==> src/verilog/pgt_regs.svh <==
// Purpose: Register offsets, field positions and reset defaults of the mask bank
// Assumes: Included by bare name from the design files
// Notes:   Reset defaults stand in for factory programming and are overridable
`ifndef PGT_REGS_SVH
`define PGT_REGS_SVH

// ****************************************
// Register offsets
// ****************************************
`define PGT_OUT3_MASK2_OFS   8'hab
`define PGT_CTL_MASK_OFS     8'hac
`define PGT_DISCH_OFS        8'had

// ****************************************
// Second output-three mask fields
// ****************************************
`define PGT_IN5_MSK          7
`define PGT_IN4_MSK          6
`define PGT_IN2_MSK          5
`define PGT_IN1_MSK          4
`define PGT_TERM_MSK         3
`define PGT_SHARED_MSK       2
`define PGT_SWITCH_B_ONE_TREE_MASK         1
`define PGT_REGA3_MSK        0

// ****************************************
// Control-input mask fields
// ****************************************
`define PGT_O1_IN3_MSK       7
`define PGT_O1_IN6_MSK       6
`define PGT_O4_IN3_MSK       5
`define PGT_O4_IN6_MSK       4
`define PGT_O2_IN3_MSK       3
`define PGT_O2_IN6_MSK       2
`define PGT_O3_IN3_MSK       1
`define PGT_O3_IN6_MSK       0

// ****************************************
// Discharge control field
// ****************************************
`define PGT_DISCH_BIT        4

// ****************************************
// Reset defaults (one factory variant)
// ****************************************
`define PGT_OUT3_MASK2_RST   8'hbf
`define PGT_CTL_MASK_RST     8'hab
`define PGT_DISCH_RST        8'h5f

// Serial target address, value is arbitrary
`define PGT_DEV_ADDR         7'h2a

`endif

==> src/verilog/pgt_pkg.sv <==
// Purpose: Types shared by the mask bank files
// Assumes: Nothing
// Notes:   States are Gray coded along the write path
package pgt_pkg;

  typedef enum logic [3:0] {
    PGT_IDLE      = 4'h0,
    PGT_ADDR      = 4'h1,
    PGT_ADDR_ACK  = 4'h3,
    PGT_PTR       = 4'h2,
    PGT_PTR_ACK   = 4'h6,
    PGT_WDATA     = 4'h7,
    PGT_WDATA_ACK = 4'h5,
    PGT_RDATA     = 4'h4,
    PGT_RDATA_ACK = 4'hc
  } pgt_state_t;

  typedef struct packed {
    logic termination_regulator;
    logic shared_switch_or_regulator_rail;
    logic load_switch_b_one;
    logic regulator_a_three;
  } pgt_rails_t;

  typedef struct packed {
    logic control_input_six;
    logic control_input_five;
    logic control_input_four;
    logic control_input_three;
    logic control_input_two;
    logic control_input_one;
  } pgt_ctl_t;

endpackage

==> src/verilog/pgt_mask_bank.sv <==
// Purpose: Power-good tree mask registers behind a serial two-wire target
// Assumes: scl_in and sda_in are synchronous to clock
// Notes:   Pointer auto-increments; unmapped reads return 8'h00
`timescale 1ns/100ps
`include "pgt_regs.svh"

module pgt_mask_bank #(
  parameter logic [6:0] DEV_ADDR        = `PGT_DEV_ADDR,
  parameter logic [7:0] OUT3_MASK2_INIT = `PGT_OUT3_MASK2_RST,
  parameter logic [7:0] CTL_MASK_INIT   = `PGT_CTL_MASK_RST,
  parameter logic [7:0] DISCH_INIT      = `PGT_DISCH_RST
) (
  input  wire logic             clock,
  input  wire logic             nrst,
  input  wire logic             scl_in,
  input  wire logic             sda_in,
  output logic                  sda_out,
  output logic                  sda_oe,
  input  wire pgt_pkg::pgt_rails_t rails,
  input  wire pgt_pkg::pgt_ctl_t   ctl,
  input  wire logic [3:0]       other_pg_ok,
  output logic                  pg_output_one,
  output logic                  pg_output_two,
  output logic                  pg_output_three,
  output logic                  pg_output_four,
  output logic                  termination_discharge_enable
);
  import pgt_pkg::*;

  // ****************************************
  // Serial target
  // ****************************************
  pgt_state_t state;
  logic       scl_prev;
  logic       sda_prev;
  logic [3:0] bit_cnt;
  logic [7:0] shift;
  logic [7:0] tx;
  logic       rd_mode;
  logic       master_ack;
  logic [7:0] ptr;
  logic [7:0] output_three_tree_mask_second;
  logic [7:0] control_input_tree_masks;
  logic [7:0] termination_discharge_control;

  logic scl_rise;
  logic scl_fall;
  logic start_seen;
  logic stop_seen;
  logic byte_done;
  logic wr_en;
  logic ptr_load;
  logic rd_next;
  logic [7:0] next_ptr;

  assign scl_rise   = scl_in & ~scl_prev;
  assign scl_fall   = ~scl_in & scl_prev;
  assign start_seen = scl_in & scl_prev & sda_prev & ~sda_in;
  assign stop_seen  = scl_in & scl_prev & ~sda_prev & sda_in;
  assign byte_done  = scl_fall & (bit_cnt == 4'h8);
  assign wr_en      = byte_done & (state == PGT_WDATA);
  assign ptr_load   = byte_done & (state == PGT_PTR);
  assign rd_next    = scl_fall & (state == PGT_RDATA_ACK) & master_ack;
  assign next_ptr   = ptr + 8'h01;

  function automatic logic [7:0] reg_value(input logic [7:0] a);
    case (a)
      `PGT_OUT3_MASK2_OFS: return output_three_tree_mask_second;
      `PGT_CTL_MASK_OFS:   return control_input_tree_masks;
      `PGT_DISCH_OFS:      return termination_discharge_control;
      default:             return 8'h00;
    endcase
  endfunction

  always_ff @(posedge clock or negedge nrst)
  begin
    if (!nrst)
      {scl_prev, sda_prev} <= 2'b11;
    else
      {scl_prev, sda_prev} <= {scl_in, sda_in};
  end

  // Bit counter and receive shifter
  always_ff @(posedge clock or negedge nrst)
  begin
    if (!nrst)
    begin
      bit_cnt <= 4'h0;
      shift   <= 8'h00;
    end
    else if (start_seen)
    begin
      bit_cnt <= 4'h0;
      shift   <= 8'h00;
    end
    else if (scl_fall && (state == PGT_ADDR_ACK || state == PGT_PTR_ACK ||
                          state == PGT_WDATA_ACK || state == PGT_RDATA_ACK ||
                          byte_done))
      bit_cnt <= 4'h0;
    else if (state == PGT_RDATA && scl_fall)
      bit_cnt <= bit_cnt + 4'h1;
    else if (scl_rise && (state == PGT_ADDR || state == PGT_PTR || state == PGT_WDATA))
    begin
      shift   <= {shift[6:0], sda_in};
      bit_cnt <= bit_cnt + 4'h1;
    end
  end

  // Transfer sequencing
  always_ff @(posedge clock or negedge nrst)
  begin
    if (!nrst)
    begin
      state      <= PGT_IDLE;
      rd_mode    <= 1'b0;
      master_ack <= 1'b0;
      tx         <= 8'hff;
    end
    else if (start_seen)
      state <= PGT_ADDR;
    else if (stop_seen)
      state <= PGT_IDLE;
    else
    begin
      case (state)
        PGT_IDLE:
          state <= PGT_IDLE;
        PGT_ADDR:
          if (byte_done)
          begin
            rd_mode <= shift[0];
            state   <= (shift[7:1] == DEV_ADDR) ? PGT_ADDR_ACK : PGT_IDLE;
          end
        PGT_ADDR_ACK:
          if (scl_fall)
          begin
            if (rd_mode)
            begin
              tx    <= reg_value(ptr);
              state <= PGT_RDATA;
            end
            else
              state <= PGT_PTR;
          end
        PGT_PTR:
          if (byte_done)
            state <= PGT_PTR_ACK;
        PGT_PTR_ACK:
          if (scl_fall)
            state <= PGT_WDATA;
        PGT_WDATA:
          if (byte_done)
            state <= PGT_WDATA_ACK;
        PGT_WDATA_ACK:
          if (scl_fall)
            state <= PGT_WDATA;
        PGT_RDATA:
          if (scl_fall)
          begin
            if (bit_cnt == 4'h7)
            begin
              tx    <= 8'hff;
              state <= PGT_RDATA_ACK;
            end
            else
              tx <= {tx[6:0], 1'b1};
          end
        PGT_RDATA_ACK:
          if (scl_rise)
            master_ack <= ~sda_in;
          else if (scl_fall)
          begin
            if (master_ack)
            begin
              tx    <= reg_value(next_ptr);
              state <= PGT_RDATA;
            end
            else
              state <= PGT_IDLE;
          end
        default:
          state <= PGT_IDLE;
      endcase
    end
  end

  assign sda_out = 1'b0;
  assign sda_oe  = (state == PGT_ADDR_ACK) | (state == PGT_PTR_ACK) |
                   (state == PGT_WDATA_ACK) | ((state == PGT_RDATA) & ~tx[7]);

  // ****************************************
  // Register pointer
  // ****************************************
  always_ff @(posedge clock or negedge nrst)
  begin
    if (!nrst)
      ptr <= 8'h00;
    else if (ptr_load)
      ptr <= shift;
    else if (wr_en || rd_next)
      ptr <= next_ptr;
  end

  // ****************************************
  // Mask and discharge registers
  // ****************************************
  always_ff @(posedge clock or negedge nrst)
  begin
    if (!nrst)
    begin
      output_three_tree_mask_second <= OUT3_MASK2_INIT;
      control_input_tree_masks      <= CTL_MASK_INIT;
      termination_discharge_control <= DISCH_INIT;
    end
    else if (wr_en)
    begin
      case (ptr)
        `PGT_OUT3_MASK2_OFS: output_three_tree_mask_second <= shift;
        `PGT_CTL_MASK_OFS:   control_input_tree_masks      <= shift;
        // Reserved bits are stored as written by software
        `PGT_DISCH_OFS:      termination_discharge_control <= shift;
        default:             ;
      endcase
    end
  end

  always_ff @(posedge clock or negedge nrst)
  begin
    if (!nrst)
      termination_discharge_enable <= DISCH_INIT[`PGT_DISCH_BIT];
    else
      termination_discharge_enable <= termination_discharge_control[`PGT_DISCH_BIT];
  end

  // ****************************************
  // Power-good trees
  // ****************************************
  logic [9:0] out3_src;
  logic [9:0] out3_msk;
  assign out3_src = {ctl.control_input_five, ctl.control_input_four,
                     ctl.control_input_two, ctl.control_input_one,
                     rails.termination_regulator, rails.shared_switch_or_regulator_rail,
                     rails.load_switch_b_one, rails.regulator_a_three,
                     ctl.control_input_three, ctl.control_input_six};
  assign out3_msk = {output_three_tree_mask_second,
                     control_input_tree_masks[`PGT_O3_IN3_MSK],
                     control_input_tree_masks[`PGT_O3_IN6_MSK]};

  pgt_tree #(.N(10)) u_tree_three (
    .clock   (clock),
    .nrst    (nrst),
    .src     (out3_src),
    .mask    (out3_msk),
    .base_ok (other_pg_ok[2]),
    .pg      (pg_output_three)
  );

  pgt_tree #(.N(2)) u_tree_one (
    .clock   (clock),
    .nrst    (nrst),
    .src     ({ctl.control_input_three, ctl.control_input_six}),
    .mask    (control_input_tree_masks[`PGT_O1_IN3_MSK:`PGT_O1_IN6_MSK]),
    .base_ok (other_pg_ok[0]),
    .pg      (pg_output_one)
  );

  pgt_tree #(.N(2)) u_tree_four (
    .clock   (clock),
    .nrst    (nrst),
    .src     ({ctl.control_input_three, ctl.control_input_six}),
    .mask    (control_input_tree_masks[`PGT_O4_IN3_MSK:`PGT_O4_IN6_MSK]),
    .base_ok (other_pg_ok[3]),
    .pg      (pg_output_four)
  );

  pgt_tree #(.N(2)) u_tree_two (
    .clock   (clock),
    .nrst    (nrst),
    .src     ({ctl.control_input_three, ctl.control_input_six}),
    .mask    (control_input_tree_masks[`PGT_O2_IN3_MSK:`PGT_O2_IN6_MSK]),
    .base_ok (other_pg_ok[1]),
    .pg      (pg_output_two)
  );
endmodule

==> src/verilog/pgt_tree.sv <==
// Purpose: One power-good tree: AND of base_ok and all unmasked sources
// Assumes: Sources are high when good; a mask bit of 1 removes its source
// Notes:   Result is registered
`timescale 1ns/100ps
module pgt_tree #(
  parameter int N = 2
) (
  input  wire logic         clock,
  input  wire logic         nrst,
  input  wire logic [N-1:0] src,
  input  wire logic [N-1:0] mask,
  input  wire logic         base_ok,
  output logic              pg
);
  import pgt_pkg::*;

  if (N < 1)
  begin : g_bad_n
    $error("pgt_tree needs at least one source");
  end

  always_ff @(posedge clock or negedge nrst)
  begin
    if (!nrst)
      pg <= 1'b0;
    else
      pg <= base_ok & (&(src | mask));
  end
endmodule
==> config.mk <==
export PLATFORM = sky130hd
export DESIGN_NAME = pgt_mask_bank
export DESIGN_NICKNAME = d
export VERILOG_FILES = /design/src/verilog/pgt_pkg.sv /design/src/verilog/pgt_mask_bank.sv /design/src/verilog/pgt_tree.sv
export VERILOG_INCLUDE_DIRS = /design/src /design/src/verilog
export SDC_FILE = /design/constraint.sdc
export NUM_CORES = 1
export LEC_CHECK = 0
export ABC_AREA = 1
export BUFFER_PORTS_ARGS = -buffer_cell sky130_fd_sc_hd__buf_2
export CORE_MARGIN = 2
export CORE_UTILIZATION = 50
export DETAILED_ROUTE_END_ITERATION = 8
export GPL_ROUTABILITY_DRIVEN = 1
export PLACE_DENSITY = 0.68
export SLEW_MARGIN = 30
export SYNTH_ARGS = -nofsm -noshare
export SYNTH_HDL_FRONTEND = slang
export SYNTH_HIERARCHICAL = 1
export SYNTH_SLANG_ARGS = --single-unit
export TNS_END_PERCENT = 1
==> constraint.sdc <==
create_clock -name clock -period 5.3 [get_ports clock]
set_clock_uncertainty 0.2 [all_clocks]
set_input_delay 0.53 -clock clock [delete_from_list [all_inputs] [get_ports clock]]
set_output_delay 0.53 -clock clock [all_outputs]
set_load 0.02 [all_outputs]
==> metrics.yaml <==
run_status:
  status: "completed"
cts:
  clk_latency_ps: 350
  postCtsSetupBuffers: 0
  clk_pin_slew_ps: 80
  root_buffer: "clkbuf_8"
  clockBufferDepth: 2
  cts_sinks: 65
  cts_tree: "yes"
  numCtsBuffers: 9
  cts.repair.resized: 0
  cts_hold_buf: 0
  htreeDepth: 3
power_and_ir_drop:
  vdd_ir_drop_max_uv: 196
  pwr_density_cell_nw_per_um2: 322
  p_leak_nw: 1.84
setup_path:
  endpoint_kind: "primary output"
  crit_required_ps: 4570
  critical_path.max_stage_delay_ps: 480
  path_cells: "inv_1, nand2_1, nor2_1, nand2_1, nand2_1, inv_1, o21ai_0, buf_2"
  worst-path-buf-inv: 3
  crit_family: "flip-flops"
  crit_arrival_ps: 1700
  critPathLaunchType: "flop"
  crit_slowest_cell: "dfrtp_1"
  crit_type: "reg -> out"
  crit_top_cell: "nand2_1"
  cp_max_fo: 7
finish:
  areaGrowthSynthToFinish_pct: 9.14
  fin_area_um2: 4170
  n_antenna_cell: 0
  fin_nets: 542
  fin_cells: 621
  fillerInstances: 672
  drive_above_1_share_pct: 21.6
synthesis:
  post_synth_most_frequent_cells: "nand2_1, nor2_1, inv_1"
  yosysMostFrequentCell: "nand2_1"
  netlist_top_cells_area: "dfrtp_1, dfstp_2, nand2_1, o21ai_1, nand4_1"
  yosysTopAreaCell: "dfrtp_1"
  synth_fp_nets: 516
  async_flop_share_pct: 100
  ys_seq_elements: 65
  yosysSeqAreaShare_pct: 43.5
  synth.avg_cell_area_um2: 7.78
  synth_cell_type_count: 37
  synthCells: 491
  syn_area_um2: 3820
  synth-edff-count: 0
  yosysTopAreaCellShare_pct: 23.6
  yosysWarnings: 6
  synthFlopType: "dfrtp_1"
floorplan:
  core-area_um2: 7330
  dieArea_um2: 8350
  io_pins: 25
  die_y_um: 91.4
  start_util_pct: 52.1
  rows: 31
  die_w_um: 91.4
place:
  gp_congestion: 0.976
  dpl_worst_slack_ps: 3050
  placement.io_buffers: 23
  hpwl_um: 6980
  place_inst: 605
  place_area_um2: 3990
worst_hold_path:
  min_path_type: "in -> reg"
detailed_routing:
  wirelength_um: 9660
  wl_per_cell_um: 15.6
  drt_iter0_drc: 287
  drtPass1Iterations: 5
  ant_nets: 0
  route.vias.total: 3457
  avgViaCountPerCell: 5.57
  drc: 0
global_routing:
  grt_use_total_pct: 24.8
  grt_pass1_wl_um: 16500
  grt_remaining_overflow: 0
  grt_max_degree: 66
  antenna_found_initial: 0
  grt_pass1_vias: 3383
timing:
  finalMaxSlewViolations: 0
  worst_slack_ps: 2870
  finalSetupViolations: 0
  post-route-period-util_pct: 45.9
  hold_viol: 0
  rsz0062_at_grt: "no"
  tns_ps: 0
  tightestPinTransition_ps: 812
  clock.fmax_ghz: 0.411
  max_slew_margin_pct: 45.9
  min_period_ps: 2430
  hold_ws_ps: 109
job:
  max_cap_violations: 0
## flip-flops by register name (all words and copies together) (netlist names)
register / count
u_tree_four/pg: 1
bit_cnt: 4
termination_discharge_enable: 1
master_ack: 1
tx: 8
shift: 8
u_tree_one/pg: 1
ptr: 8
control_input_tree_masks: 8
u_tree_three/pg: 1
rd_mode: 1
termination_discharge_control: 8
scl_prev: 1
u_tree_two/pg: 1
output_three_tree_mask_second: 8
sda_prev: 1
state: 4
## stage by stage
step / power, mW / util, %
after floorplan: 0.852 / -
after global placement: 0.951 / 54.4
after detailed placement: 0.955 / 54.4
after CTS: 1.34 / 56.9
after global routing: 1.42 / 56.9
final: 1.34 / 56.9
## cells by family after synthesis
kind of cell             Yosys count  share of synthesized area [%]
adder cells (fa/ha/maj)            7                           2.29
XOR/XNOR                           2                          0.459
flip-flops                        65                           43.5
buffers and inverters             65                           7.47
AO/OA/AOI/OAI                    102                           14.3
other                              1                         0.0982
AND/OR/NAND/NOR                  249                           31.8
## layer usage
layer | GRT usage, % | wire, um
met1 | 33.7 | 4460
met2 | 39.5 | 4550
met4 | 11.1 | 255
met5 | 0 | 0
met3 | 3.49 | 394
## placed cells by master, fill, tap and decap left out, drive strengths merged, types with 9 or more instances in the layout
| cell | netlist | final |
|---|---|---|
| nand2 | 120 | 120 |
| o21ai | 63 | 63 |
| inv | 56 | 58 |
| nor2 | 54 | 54 |
| dfrtp | 36 | 36 |
| nand3 | 35 | 35 |
| dfstp | 29 | 29 |
| a21oi | 28 | 28 |
| nand4 | 28 | 28 |
| buf | 9 | 24 |
| clkbuf | 0 | 9 |
| nor3 | 9 | 9 |
## cell type report
| class | count | area [um2] | share of cell area, % |
|---|---|---|---|
| clock buffer | 9 | 124 | 2.97 |
| clock inverter | 7 | 53.8 | 1.29 |
| inverter | 56 | 210 | 5.04 |
| multi-input combinational | 361 | 1870 | 44.9 |
| sequential | 65 | 1660 | 39.9 |
| tap | 99 | 124 | 2.97 |
| timing repair buffer | 24 | 123 | 2.94 |
## worst paths after layout
kind / start / slack, ps / cells after the start / end
max: state[3] / 2870 / 8 / sda_oe
min: scl_in / 110 / 1 / scl_prev
max reg2reg: ptr[0] / 3040 / 9 / tx[6]
min reg2reg: termination_discharge_control[4] / 190 / 0 / termination_discharge_enable
max in group asynchronous: nrst / 4210 / 2 / ptr[2]
min in group asynchronous: nrst / 150 / 2 / u_tree_two/pg
## report_power, final
part | total (mW) | internal, mW | switching (mW)
clock network | 0.388 | 0.172 | 0.216
registers | 0.649 | 0.586 | 0.0637
logic | 0.304 | 0.0826 | 0.221
(Power assumes the default switching activity.)
